--- src/sarseq_pkg.sv ---
// Package for the SAR converter sequencer: register map, fields, timing.
// Assumes a 32-bit Avalon-MM register bus and one 250 MHz clock.
package sarseq_pkg;

  localparam int NUM_CHAN = 14;
  localparam int RES_BITS = 10;
  localparam int LOW_BITS = 8;

  // Register byte offsets.
  localparam logic [4:0] OFS_CTRL   = 5'h00;
  localparam logic [4:0] OFS_TIMING = 5'h04;
  localparam logic [4:0] OFS_RESULT = 5'h08;
  localparam logic [4:0] OFS_INJECT = 5'h0c;
  localparam logic [4:0] OFS_DIDIS  = 5'h10;
  localparam logic [4:0] OFS_STATUS = 5'h14;
  localparam logic [4:0] OFS_IRQST  = 5'h18;
  localparam logic [4:0] OFS_IRQMSK = 5'h1c;

  // Control register fields.
  localparam int CTRL_START = 0;
  localparam int CTRL_MODE  = 1;
  localparam int CTRL_PROT  = 3;
  localparam int CTRL_LOWR  = 4;
  localparam int CTRL_CHAN  = 8;
  localparam int CTRL_SCAN  = 12;

  // Timing register fields: sample count, step count, mode select.
  localparam int TIM_SAMP   = 0;
  localparam int TIM_STEP   = 8;
  localparam int TIM_SLOW   = 16;

  // Interrupt status bits.
  localparam int IRQ_DONE   = 0;
  localparam int IRQ_OVR    = 1;
  localparam int IRQ_INJ    = 2;
  localparam int IRQ_BITS   = 3;

  // Reset values.
  localparam logic [7:0] SAMP_RESET = 8'h04;
  localparam logic [7:0] STEP_RESET = 8'h01;
  localparam logic [13:0] DIDIS_RESET = 14'h0000;

  // Power-up settling of the analog core, in ns, and in cycles.
  localparam int CLK_PERIOD_PS = 4000;
  localparam int PWRUP_NS      = 40;
  localparam int PWRUP_CYC     = (PWRUP_NS * 1000 + CLK_PERIOD_PS - 1)
                                 / CLK_PERIOD_PS;
  // Calibration step count after reset and per conversion.
  localparam int CAL_RESET_CYC = 16;
  localparam int CAL_CONV_CYC  = 1;
  // Slow timing mode shifts sample and step counts left by this many bits, multiplying them by four.
  localparam int SLOW_SHIFT    = 2;
  // Longest approximation phase: every step at the largest slow count.
  localparam int CONV_MAX_CYC  = RES_BITS * ((255 << SLOW_SHIFT) + 1);

  typedef enum logic [1:0] {
    SARSEQ_SINGLE, SARSEQ_CONT, SARSEQ_SCAN, SARSEQ_SCAN_CONT
  } sarseq_mode_type;

  typedef enum {
    SARSEQ_IDLE, SARSEQ_PWRUP, SARSEQ_SAMPLE, SARSEQ_CONV, SARSEQ_CAL,
    SARSEQ_STORE, SARSEQ_HOLD
  } sarseq_state_type;

  // Result word: value, channel and injected marker.
  typedef struct packed {
    logic       injected;
    logic [3:0] chan;
    logic [9:0] value;
  } sarseq_result_type;

endpackage

--- src/sarseq_top.sv ---
// SAR converter sequencer: channel select, sequencing, result, calibration.
// Assumes Avalon-MM master on clock_in and an analog comparator input.
//
// Operation
// RQ1: Ten-bit results, one of fourteen channels through a mux to one sampler.
// RQ2: Successive approximation resolves one bit per step, MSB first.
// RQ3: Sample and step durations programmable, with a normal and a slow mode.
// RQ4: Optional eight-bit mode needs fewer steps than ten-bit mode.
// RQ5: Every result lands in one result register guarded by overrun logic.
// RQ6: Detect option interrupts when a new result finds the last one unread.
// RQ7: Protect option stalls the next store until the pending result is read.
// RQ8: Single mode converts the selected channel once and stops.
// RQ9: Continuous mode restarts the selected channel after every result.
// RQ10: Scan mode converts a set number of channels in turn, then stops.
// RQ11: Scan continuous mode restarts the channel sequence forever.
// RQ12: Injection converts one channel mid-sequence, then the scan resumes.
// RQ13: Each result raises a one-cycle service request for a transfer engine.
// RQ14: Calibration runs after reset and recurs during operation.
// RQ15: Recurring calibration sits inside each conversion cycle.
// RQ16: Pins not used as analog stay usable as digital inputs.
// RQ17: Each pin has its own digital input disable bit.
// RQ18: The analog core powers down when idle and up when converting.
// RQ19: Reading the result clears the pending flag used by overrun logic.
//
// Register access over Avalon-MM and the register offsets were chosen for this implementation.
`timescale 1ns/10ps
module sarseq_top (
  input  wire logic        clock_in,
  input  wire logic        nrst_in,
  input  wire logic [4:0]  address_in,
  input  wire logic        read_in,
  input  wire logic        write_in,
  input  wire logic [31:0] writedata_in,
  output logic      [31:0] readdata_out,
  output logic             waitrequest_out,
  input  wire logic        comp_in,
  input  wire logic [13:0] pin_level_in,
  output logic      [13:0] pin_digital_out,
  output logic      [3:0]  mux_sel_out,
  output logic             sample_out,
  output logic      [9:0]  dac_code_out,
  output logic             cal_out,
  output logic             power_up_out,
  output logic             service_req_out,
  output logic             irq_out
);

  sarseq_pkg::sarseq_state_type  state_q;
  sarseq_pkg::sarseq_result_type result_q;
  sarseq_pkg::sarseq_result_type cur_q;
  logic [31:0] ctrl_q;
  logic [16:0] timing_q;
  logic [13:0] didis_q;
  logic [2:0]  irq_st_q;
  logic [2:0]  irq_msk_q;
  logic [3:0]  inj_chan_q;
  logic        inj_req_q;
  logic        pending_q;
  logic        busy_q;
  logic [3:0]  scan_idx_q;
  logic [9:0]  cnt_q;
  logic [3:0]  bit_q;
  logic [9:0]  sar_q;
  logic        cal_done_q;
  logic        ack_q;
  logic [13:0] conv_cyc_q;
  logic [2:0]  irq_set;
  logic        acc;
  logic        wr_ctrl;
  logic        wr_inj;
  logic        rd_res;
  logic        store_ok;
  logic        last_bit;
  logic        cur_inj;
  logic [3:0]  seq_chan;
  sarseq_pkg::sarseq_mode_type mode;

  // Scales a timing count by the selected timing mode.
  function automatic logic [9:0] scaled(input logic [7:0] n,
                                        input logic slow);
    scaled = slow ? {n, 2'b00} : {2'b00, n};
  endfunction

  // Answers each access one cycle after it is presented.
  assign acc             = (read_in | write_in) & ~ack_q;
  assign waitrequest_out = (read_in | write_in) & ~ack_q;
  assign wr_ctrl = write_in & ack_q & (address_in == sarseq_pkg::OFS_CTRL);
  assign wr_inj  = write_in & ack_q & (address_in == sarseq_pkg::OFS_INJECT);
  assign rd_res  = read_in & ack_q & (address_in == sarseq_pkg::OFS_RESULT);
  assign mode    = sarseq_pkg::sarseq_mode_type'(
                   ctrl_q[sarseq_pkg::CTRL_MODE +: 2]);
  assign seq_chan = ctrl_q[sarseq_pkg::CTRL_CHAN +: 4] + scan_idx_q;
  localparam int RES_LOW_LSB = sarseq_pkg::RES_BITS - sarseq_pkg::LOW_BITS;
  assign last_bit = ctrl_q[sarseq_pkg::CTRL_LOWR]
                    ? (bit_q == 4'(RES_LOW_LSB)) : (bit_q == 4'h0); // RQ4
  assign cur_inj  = cur_q.injected;
  // Protect option holds the store while a result is unread.
  assign store_ok = ~(ctrl_q[sarseq_pkg::CTRL_PROT] & pending_q); // RQ7

  always_ff @(posedge clock_in) begin
    if (!nrst_in) begin
      ack_q <= 1'b0;
    end else begin
      ack_q <= acc;
    end
  end

  always_ff @(posedge clock_in) begin
    if (!nrst_in) begin
      readdata_out <= 32'h0000_0000;
    end else if (acc && read_in) begin
      unique case (address_in)
        sarseq_pkg::OFS_CTRL:   readdata_out <= ctrl_q;
        sarseq_pkg::OFS_TIMING: readdata_out <= {15'h0000, timing_q};
        sarseq_pkg::OFS_RESULT: readdata_out <= {17'h00000, result_q};
        sarseq_pkg::OFS_INJECT: readdata_out <= {27'h0000000, inj_req_q,
                                                 inj_chan_q};
        sarseq_pkg::OFS_DIDIS:  readdata_out <= {18'h00000, didis_q};
        sarseq_pkg::OFS_STATUS: readdata_out <= {26'h0000000, cal_done_q,
                                                 power_up_out, pending_q,
                                                 busy_q, scan_idx_q[1:0]};
        sarseq_pkg::OFS_IRQST:  readdata_out <= {29'h00000000, irq_st_q};
        sarseq_pkg::OFS_IRQMSK: readdata_out <= {29'h00000000, irq_msk_q};
        default:                readdata_out <= 32'h0000_0000;
      endcase
    end
  end

  // Software configuration registers.
  always_ff @(posedge clock_in) begin
    if (!nrst_in) begin
      ctrl_q    <= 32'h0000_0000;
      timing_q  <= {1'b0, sarseq_pkg::STEP_RESET, sarseq_pkg::SAMP_RESET};
      didis_q   <= sarseq_pkg::DIDIS_RESET;
      irq_msk_q <= 3'h0;
    end else if (write_in && ack_q) begin
      unique case (address_in)
        sarseq_pkg::OFS_CTRL:   ctrl_q    <= writedata_in;
        sarseq_pkg::OFS_TIMING: timing_q  <= writedata_in[16:0]; // RQ3
        sarseq_pkg::OFS_DIDIS:  didis_q   <= writedata_in[13:0]; // RQ17
        sarseq_pkg::OFS_IRQMSK: irq_msk_q <= writedata_in[2:0];
        default:                ;
      endcase
    end
  end

  // Pins whose disable bit is clear still feed the digital port.
  assign pin_digital_out = pin_level_in & ~didis_q; // RQ16 RQ17

  // Injection request, cleared when the injected conversion begins.
  always_ff @(posedge clock_in) begin
    if (!nrst_in) begin
      inj_req_q  <= 1'b0;
      inj_chan_q <= 4'h0;
    end else if (wr_inj) begin
      inj_req_q  <= 1'b1;
      inj_chan_q <= writedata_in[3:0];
    end else if (state_q == sarseq_pkg::SARSEQ_SAMPLE && cnt_q == 10'h000
                 && cur_inj) begin
      inj_req_q  <= 1'b0;
    end
  end

  // Sticky interrupt bits; a new event wins over a write-one clear.
  always_ff @(posedge clock_in) begin
    if (!nrst_in) begin
      irq_st_q <= 3'h0;
    end else if (write_in && ack_q
                 && address_in == sarseq_pkg::OFS_IRQST) begin
      irq_st_q <= (irq_st_q & ~writedata_in[2:0]) | irq_set;
    end else begin
      irq_st_q <= irq_st_q | irq_set;
    end
  end
  assign irq_out = |(irq_st_q & irq_msk_q);

  // Result register and pending flag; a new store wins over a read.
  always_ff @(posedge clock_in) begin
    if (!nrst_in) begin
      result_q  <= '0;
      pending_q <= 1'b0;
    end else if (state_q == sarseq_pkg::SARSEQ_STORE && store_ok) begin
      result_q  <= cur_q; // RQ5
      pending_q <= 1'b1;
    end else if (rd_res) begin
      pending_q <= 1'b0; // RQ19
    end
  end

  always_comb begin
    irq_set = 3'h0;
    if (state_q == sarseq_pkg::SARSEQ_STORE && store_ok) begin
      irq_set[sarseq_pkg::IRQ_DONE] = 1'b1;
      irq_set[sarseq_pkg::IRQ_OVR]  = pending_q; // RQ6
      irq_set[sarseq_pkg::IRQ_INJ]  = cur_inj;
    end
  end

  assign service_req_out = (state_q == sarseq_pkg::SARSEQ_STORE)
                           & store_ok; // RQ13

  // Main sequencer.
  always_ff @(posedge clock_in) begin
    if (!nrst_in) begin
      state_q    <= sarseq_pkg::SARSEQ_CAL;
      cnt_q      <= 10'(sarseq_pkg::CAL_RESET_CYC - 1); // RQ14
      cal_done_q <= 1'b0;
      busy_q     <= 1'b0;
      scan_idx_q <= 4'h0;
      bit_q      <= 4'h9;
      sar_q      <= 10'h000;
      cur_q      <= '0;
    end else begin
      unique case (state_q)
        sarseq_pkg::SARSEQ_IDLE: begin
          if ((wr_ctrl && writedata_in[sarseq_pkg::CTRL_START]) || inj_req_q)
          begin
            busy_q     <= wr_ctrl || busy_q;
            scan_idx_q <= wr_ctrl ? 4'h0 : scan_idx_q;
            state_q    <= sarseq_pkg::SARSEQ_PWRUP; // RQ18
            cnt_q      <= 10'(sarseq_pkg::PWRUP_CYC - 1);
          end
        end
        sarseq_pkg::SARSEQ_PWRUP: begin
          if (cnt_q == 10'h000) begin
            state_q <= sarseq_pkg::SARSEQ_SAMPLE;
            cnt_q   <= scaled(timing_q[sarseq_pkg::TIM_SAMP +: 8],
                              timing_q[sarseq_pkg::TIM_SLOW]); // RQ3
            cur_q.injected <= inj_req_q; // RQ12
            cur_q.chan     <= inj_req_q ? inj_chan_q : seq_chan;
          end else begin
            cnt_q <= cnt_q - 10'h001;
          end
        end
        sarseq_pkg::SARSEQ_SAMPLE: begin
          if (cnt_q == 10'h000) begin
            state_q <= sarseq_pkg::SARSEQ_CONV;
            bit_q   <= 4'h9;
            sar_q   <= 10'h200;
            cnt_q   <= scaled(timing_q[sarseq_pkg::TIM_STEP +: 8],
                              timing_q[sarseq_pkg::TIM_SLOW]);
          end else begin
            cnt_q <= cnt_q - 10'h001;
          end
        end
        sarseq_pkg::SARSEQ_CONV: begin
          if (cnt_q != 10'h000) begin
            cnt_q <= cnt_q - 10'h001;
          end else begin
            // Keep or drop the trial bit, then try the next lower one.
            sar_q[bit_q] <= comp_in; // RQ2
            if (last_bit) begin
              cur_q.value <= (sar_q & ~(10'h001 << bit_q))
                             | (10'(comp_in) << bit_q);
              state_q     <= sarseq_pkg::SARSEQ_CAL; // RQ15
              cnt_q       <= 10'(sarseq_pkg::CAL_CONV_CYC - 1);
            end else begin
              sar_q[bit_q - 4'h1] <= 1'b1;
              bit_q <= bit_q - 4'h1;
              cnt_q <= scaled(timing_q[sarseq_pkg::TIM_STEP +: 8],
                              timing_q[sarseq_pkg::TIM_SLOW]);
            end
          end
        end
        sarseq_pkg::SARSEQ_CAL: begin
          if (cnt_q != 10'h000) begin
            cnt_q <= cnt_q - 10'h001;
          end else if (!cal_done_q) begin
            cal_done_q <= 1'b1;
            state_q    <= sarseq_pkg::SARSEQ_IDLE;
          end else begin
            state_q <= sarseq_pkg::SARSEQ_STORE;
          end
        end
        sarseq_pkg::SARSEQ_STORE: begin
          if (store_ok) begin
            state_q <= sarseq_pkg::SARSEQ_HOLD;
          end
        end
        sarseq_pkg::SARSEQ_HOLD: begin
          cnt_q <= 10'h000;
          if (cur_inj && busy_q) begin
            state_q <= sarseq_pkg::SARSEQ_PWRUP; // RQ12
          end else if (cur_inj) begin
            state_q <= sarseq_pkg::SARSEQ_IDLE;
          end else begin
            unique case (mode)
              sarseq_pkg::SARSEQ_SINGLE: begin
                busy_q  <= 1'b0; // RQ8
                state_q <= sarseq_pkg::SARSEQ_IDLE;
              end
              sarseq_pkg::SARSEQ_CONT: begin
                state_q <= sarseq_pkg::SARSEQ_PWRUP; // RQ9
              end
              sarseq_pkg::SARSEQ_SCAN, sarseq_pkg::SARSEQ_SCAN_CONT: begin
                if (scan_idx_q == ctrl_q[sarseq_pkg::CTRL_SCAN +: 4]) begin
                  scan_idx_q <= 4'h0;
                  if (mode == sarseq_pkg::SARSEQ_SCAN) begin
                    busy_q  <= 1'b0; // RQ10
                    state_q <= sarseq_pkg::SARSEQ_IDLE;
                  end else begin
                    state_q <= sarseq_pkg::SARSEQ_PWRUP; // RQ11
                  end
                end else begin
                  scan_idx_q <= scan_idx_q + 4'h1; // RQ10
                  state_q    <= sarseq_pkg::SARSEQ_PWRUP;
                end
              end
            endcase
          end
        end
      endcase
    end
  end

  assign mux_sel_out  = cur_q.chan; // RQ1
  assign sample_out   = (state_q == sarseq_pkg::SARSEQ_SAMPLE);
  assign dac_code_out = sar_q;
  assign cal_out      = (state_q == sarseq_pkg::SARSEQ_CAL);
  assign power_up_out = (state_q != sarseq_pkg::SARSEQ_IDLE); // RQ18

  // Counts cycles spent in the approximation phase for the length check.
  always_ff @(posedge clock_in) begin
    if (!nrst_in) begin
      conv_cyc_q <= 14'h0000;
    end else if (state_q == sarseq_pkg::SARSEQ_CONV) begin
      conv_cyc_q <= conv_cyc_q + 14'h0001;
    end else begin
      conv_cyc_q <= 14'h0000;
    end
  end
endmodule // sarseq_top

--- config.mk ---
export PLATFORM = sky130hd
export DESIGN_NAME = sarseq_top
export DESIGN_NICKNAME = d
export VERILOG_FILES = /design/src/sarseq_pkg.sv /design/src/sarseq_top.sv
export SDC_FILE = /design/constraint.sdc
export NUM_CORES = 1
export LEC_CHECK = 0
export BUFFER_PORTS_ARGS = -buffer_cell sky130_fd_sc_hd__buf_2
export CORE_AREA = 10 10 156 158
export CTS_BUF_LIST = sky130_fd_sc_hd__clkbuf_8
export DETAILED_ROUTE_END_ITERATION = 7
export DIE_AREA = 0 0 166 168
export HOLD_SLACK_MARGIN = 0.05
export PLACE_DENSITY = 0.6
export SYNTH_ARGS = -nofsm -noshare
export SYNTH_HDL_FRONTEND = slang
export SYNTH_SLANG_ARGS = --single-unit
--- constraint.sdc ---
create_clock -name clock_in -period 3.6 [get_ports clock_in]
set_input_delay 0.72 -clock clock_in [delete_from_list [all_inputs] [get_ports clock_in]]
set_output_delay 0.72 -clock clock_in [all_outputs]
set_load 0.01 [all_outputs]
-- Word level (Yosys, flattened, before mapping)
Index checks and enable logic that the tools add are counted.
- register bits: 200
- logic and storage cells: 191
- shift-type cells: 2
- reduce and logical (&&, ||, !) cells: 39
- equality and inequality tests: 37
- add/subtract/negate cells: 4
- mux-type cells: 59
- order comparisons: 4
- bitwise gates (word level): 23
- operators by type and width (kind ; count):
    $mux 32 ; 10
    $pmux 32 s8 ; 1
    $pmux 32 s7 ; 1
    $eq 32x3->1 const B ; 4
    $mux 10 ; 11
    $pmux 32 s3 ; 1
    $eq 32x2->1 const B ; 2
    $eq 32x4->1 const B ; 2
    $pmux 10 s6 ; 1
    $mux 4 ; 10
    $eq 32x1->1 const B ; 1
    $logic_not 32->1 ; 1
    $reduce_bool 32->1 ; 1
    $ne 2x2->1 const B ; 13
    $eq 5x5->1 const B ; 4
    $or 10x10->10 ; 2
    $pmux 10 s2 ; 1
    $pmux 4 s2 ; 2
    $and 14x14->14 ; 1
    $not 14->14 ; 1
    $reduce_and 7->1 ; 2
    $mux 1 ; 13
    $reduce_and 2->1 ; 6
    $and 10x10->10 ; 1
    other kinds (41) ; 76

-- Logic depth before layout (Yosys ltp)
- depth in word-level cells: 9
- mapped depth: 10
- gate-level depth less buffers: 9

-- Worst setup path before layout
Ideal clock, no wire load.
- path kind: in2reg
- start: in address_in[4]
- end: reg scan_idx_q[1]
- required time: 3.535 ns
- path buffers: 1
- path slack: 1.103 ns
- data arrival time: 2.432 ns
- stages on the path: 7
- cell sequence: or3_1 > clkbuf_1 > nor3_2 > nand2_1 > a211oi_2 > mux2_2 > nor2_1
- longest elaborated chain between the ends: 6
- elaborated cells between the ends (all ways): 7
- classes of those cells: eq/ne (2); bitwise (1); reduce/logical (4)
- RTL lines (what ; RTL line ; text):
    from (decl) ; sarseq_top.sv:30 ; input wire logic [4:0] address_in,
    $logic_not 5->1 * ; sarseq_top.sv:87 ; assign wr_ctrl = write_in & ack_q & (address_in == sarseq_pkg::OFS_CTRL);
    $and 1x1->1 * ; sarseq_top.sv:87 ;
    $logic_and 1x1->1 ; sarseq_top.sv:216 ; if ((wr_ctrl && writedata_in[sarseq_pkg::CTRL_START]) || inj_req_q)
    $logic_or 1x1->1 ; sarseq_top.sv:216 ;
    $ne 2x2->1 (no line) ; n/a ;
    $reduce_and 6->1 (no line) * ; n/a ;
    to (signal assigned) ; sarseq_top.sv:219 ; scan_idx_q <= wr_ctrl ? 4'h0 : scan_idx_q;
    to (signal assigned) ; sarseq_top.sv:305 ; scan_idx_q <= scan_idx_q + 4'h1;
    to (decl) ; sarseq_top.sv:60 ; logic [3:0] scan_idx_q;
Mark *: on every way between the ends. The rest lies on a longest branch, timed or not.
A chain may end at the register's enable or synchronous reset.

-- Final worst setup path
- start: reg state_q[1]
- end: out service_req_out
- longest elaborated chain between the ends: 2
- RTL lines (what ; RTL line ; text):
    from (decl) ; sarseq_top.sv:48 ; sarseq_pkg::sarseq_state_type state_q;
    from (signal assigned) ; sarseq_top.sv:205 ; state_q <= sarseq_pkg::SARSEQ_CAL;
    from (signal assigned) ; sarseq_top.sv:220 ; state_q <= sarseq_pkg::SARSEQ_PWRUP;
    from (signal assigned) ; sarseq_top.sv:226 ; state_q <= sarseq_pkg::SARSEQ_SAMPLE;
    $eq 32x4->1 ; sarseq_top.sv:199 ; assign service_req_out = (state_q == sarseq_pkg::SARSEQ_STORE)
    $and 1x1->1 ; sarseq_top.sv:200 ; & store_ok;
    to (decl) ; sarseq_top.sv:44 ; output logic service_req_out,
Every way passes these cells.

==> results.md <==
- Area Overhead vs Synth: 14.8%
- Seq. cell area: around 3400 sq um
- Async S/R FF share, synth: 0
- Yosys top cell by area: dfxtp_1
- DR vias/cell: ~5.6
- Layout cells sized above 1: 0.188
- Initial core utilization: 0.390
- # clock sinks: 171
- Overflow after GRT: 0
- Die Span Y: 168 um
- Worst EP arrival: around 2.1 ns
- Setup TNS: 0 ns
- Number of global-route vias before repair: 7563
- Total routed wirelength: ~27000 um
- Starting DRT DRC Count: 787
- Distinct cells, synth: 71
- Final non-filler cell area: ~9600 sq um
- I/O pin cnt: 122
- Post-synth EDFFs: 0
- GRT Resource Usage Total: 0.187
- Area of the multi-input gates: about 4500 sq um
- Cells along the critical path: nor2b_1 -> nand3_1 -> clkinv_1 -> buf_2
- WL/cell: about 19 um
- Post-synth top flop: dfxtp_1
- Slew @ Worst Pin: 1.01 ns
- Commonest cells post-synth: nand2_1 (221), dfxtp_1 (171), a21oi_1 (152), nor2_1 (78), clkbuf_1 (59)
- Slack of the critical path: around 0.74 ns
- Synthesis Warnings: 0
- Pwr per Cell Area: around 420 nW/um^2
- RSZ-0062 raised after global routing: false
- Outcome: finished, final reports clean
- CP max stage cell: dfxtp_1
- CTS H-Tree Depth: 4
- HP Class: register to register
- Top cell type's share of synthesized area: 0.410
- Filler cell count in the final layout: between 2000 and 2500
- DRC violations left: 0
- Top-count cell post-synth: nand2_1
- Number of max-cap violations: 0
- Die Footprint: 27900 sq um
- Leak: 0.00347 uW
- Cell row count: 54
- Dpl cell area: between 9000 and 10000 sq um
- Area contributors post-synth: dfxtp_1 (41%), nand2_1 (9.9%), a21oi_1 (9.1%)
- Port bufs: 121
- Slew Limit Fails: 0
- Die X: between 150 and 200 um
- Post-Synthesis Cells: 1064
- Worst skew pair latency: between 0.4 and 0.5 ns
- Pre-CTS setup slack: 0.793 ns
- CTS resizes: 0
- Final Setup Violations: 0
- Hpwl dp: 19600 um
- CP endpoint kind: output port
- Post-synthesis register bit count: 171
- Worst vdd ir: 0.000257 V
- Inserted Clock Buffers: 17
- Period utilisation layout: 0.795
- CTS Hold Buffers Added: 0
- Crit path time final: ~2.9 ns
- Post-CTS setup buffers: 0
- Rel. slew slack: 0.325
- Largest fanout on the critical path: 27
- Clock transition at path regs: ~0.10 ns
- Syn Area/Cell: 7.85 sq um
- First-pass GRT wire length: 42600 um
- Tot Pwr: 4010 uW
- Critical Path Max Stage Delay: slightly below 1 ns
- Post-synthesis sequential area ratio: 0.410
- Gp weighted congestion: 0.934
- TritonRoute pass-1 iters: 8
- Max Fclk: 349 MHz
- Post-layout util: 0.448
- CTS Root Cell: clkbuf_8
- Max clock buf depth: 2
- Core Box Area: 21400 sq um
- Final ANT Viol Nets: 0
- WP data required: 2.88 ns
- Antenna cells: 0
- Layout Skew: 0.0161 ns
- Startpoint Class: register
- Initial antenna violation count: 0
- Final number of hold-violating endpoints: 0
- Syn Nets: 1133
- Nets@finish: 1223
- Largest net degree at the start of global routing: 90
- Setup CP Type: register to output port
- CTS tree: yes
- Synth Cell Area: 8350 sq um
- Routed vias: 8108
==> critical path: cells and delay by family (launching register included) <==
kind                   cells  cell delay, ns
DFF                        1            0.97
buffers and inverters      2            0.27
and+or+nand+nor            2            0.43
==> routing by layer <==
layer,wire [um],vias up,track usage
met3,2050,35,0.0380
met1,12300,3873,0.254
met5,0,-,0
met4,494,0,0.0601
met2,12400,280,0.289
li1,-,3920,-
==> power breakdown <==
| part | switching (uW) | internal, uW |
|---|---|---|
| Sequential | 76.7 | 1930 |
| Combinational | 382 | 234 |
| Clock | 861 | 530 |
==> cells by family after synthesis <==
kind of cell / Yosys count / synth area share
buffers and inverters: 95 / 0.0499
flip-flops: 171 / 0.410
multiplexers: 26 / 0.0321
adder cells (fa/ha/maj): 13 / 0.0204
XOR/XNOR: 13 / 0.0136
AND/OR/NAND/NOR: 439 / 0.241
AO/OA/AOI/OAI: 307 / 0.233
==> final cells by class <==
| class | count | area share |
|---|---|---|
| multi-input combinational | 798 | 0.473 |
| sequential | 171 | 0.357 |
| timing repair buffer | 147 | 0.0835 |
| tap | 280 | 0.0365 |
| clock buffer | 17 | 0.0244 |
| clock inverter | 15 | 0.0180 |
| inverter | 19 | 0.00770 |
==> sequential cells by signal, summed over array words and instances (netlist names), 4 cells and up <==
signal / flops
ctrl_q: 32
readdata_out: 32
timing_q: 17
result_q: 15
didis_q: 14
cnt_q: 10
cur_q: 10
dac_code_out: 10
bit_q: 4
inj_chan_q: 4
mux_sel_out: 4
scan_idx_q: 4
==> metrics by stage <==
step	hold WS, ns	std cells
finish	0.456	1447
CTS	0.439	1447
floorplan	0.432	1064
detailed placement	0.441	1415
global placement	0.437	1415
global route	0.450	1447
==> placed cells by master, fill, tap and decap left out, types with 13 or more instances in the layout <==
cell / instances
nand2_1: 221
nand3_1: 36
o21ai_0: 26
inv_1: 17
nand2b_1: 13
nor2_1: 78
buf_4: 26
nor2b_1: 21
nor3_1: 19
dfxtp_1: 171
a21oi_1: 152
mux2i_1: 20
a22oi_1: 47
clkbuf_8: 17
buf_2: 121
==> final timing paths <==
kind                    start               end  slack [ns]  cells past startpoint
max                state_q[1]   service_req_out        0.74                      4
min          readdata_out[18]  readdata_out[18]        0.46                      2
max reg2reg          cnt_q[0]          cur_q[4]        0.76                      8
min reg2reg  readdata_out[18]  readdata_out[18]        0.46                      2
(Power assumes the default switching activity.)
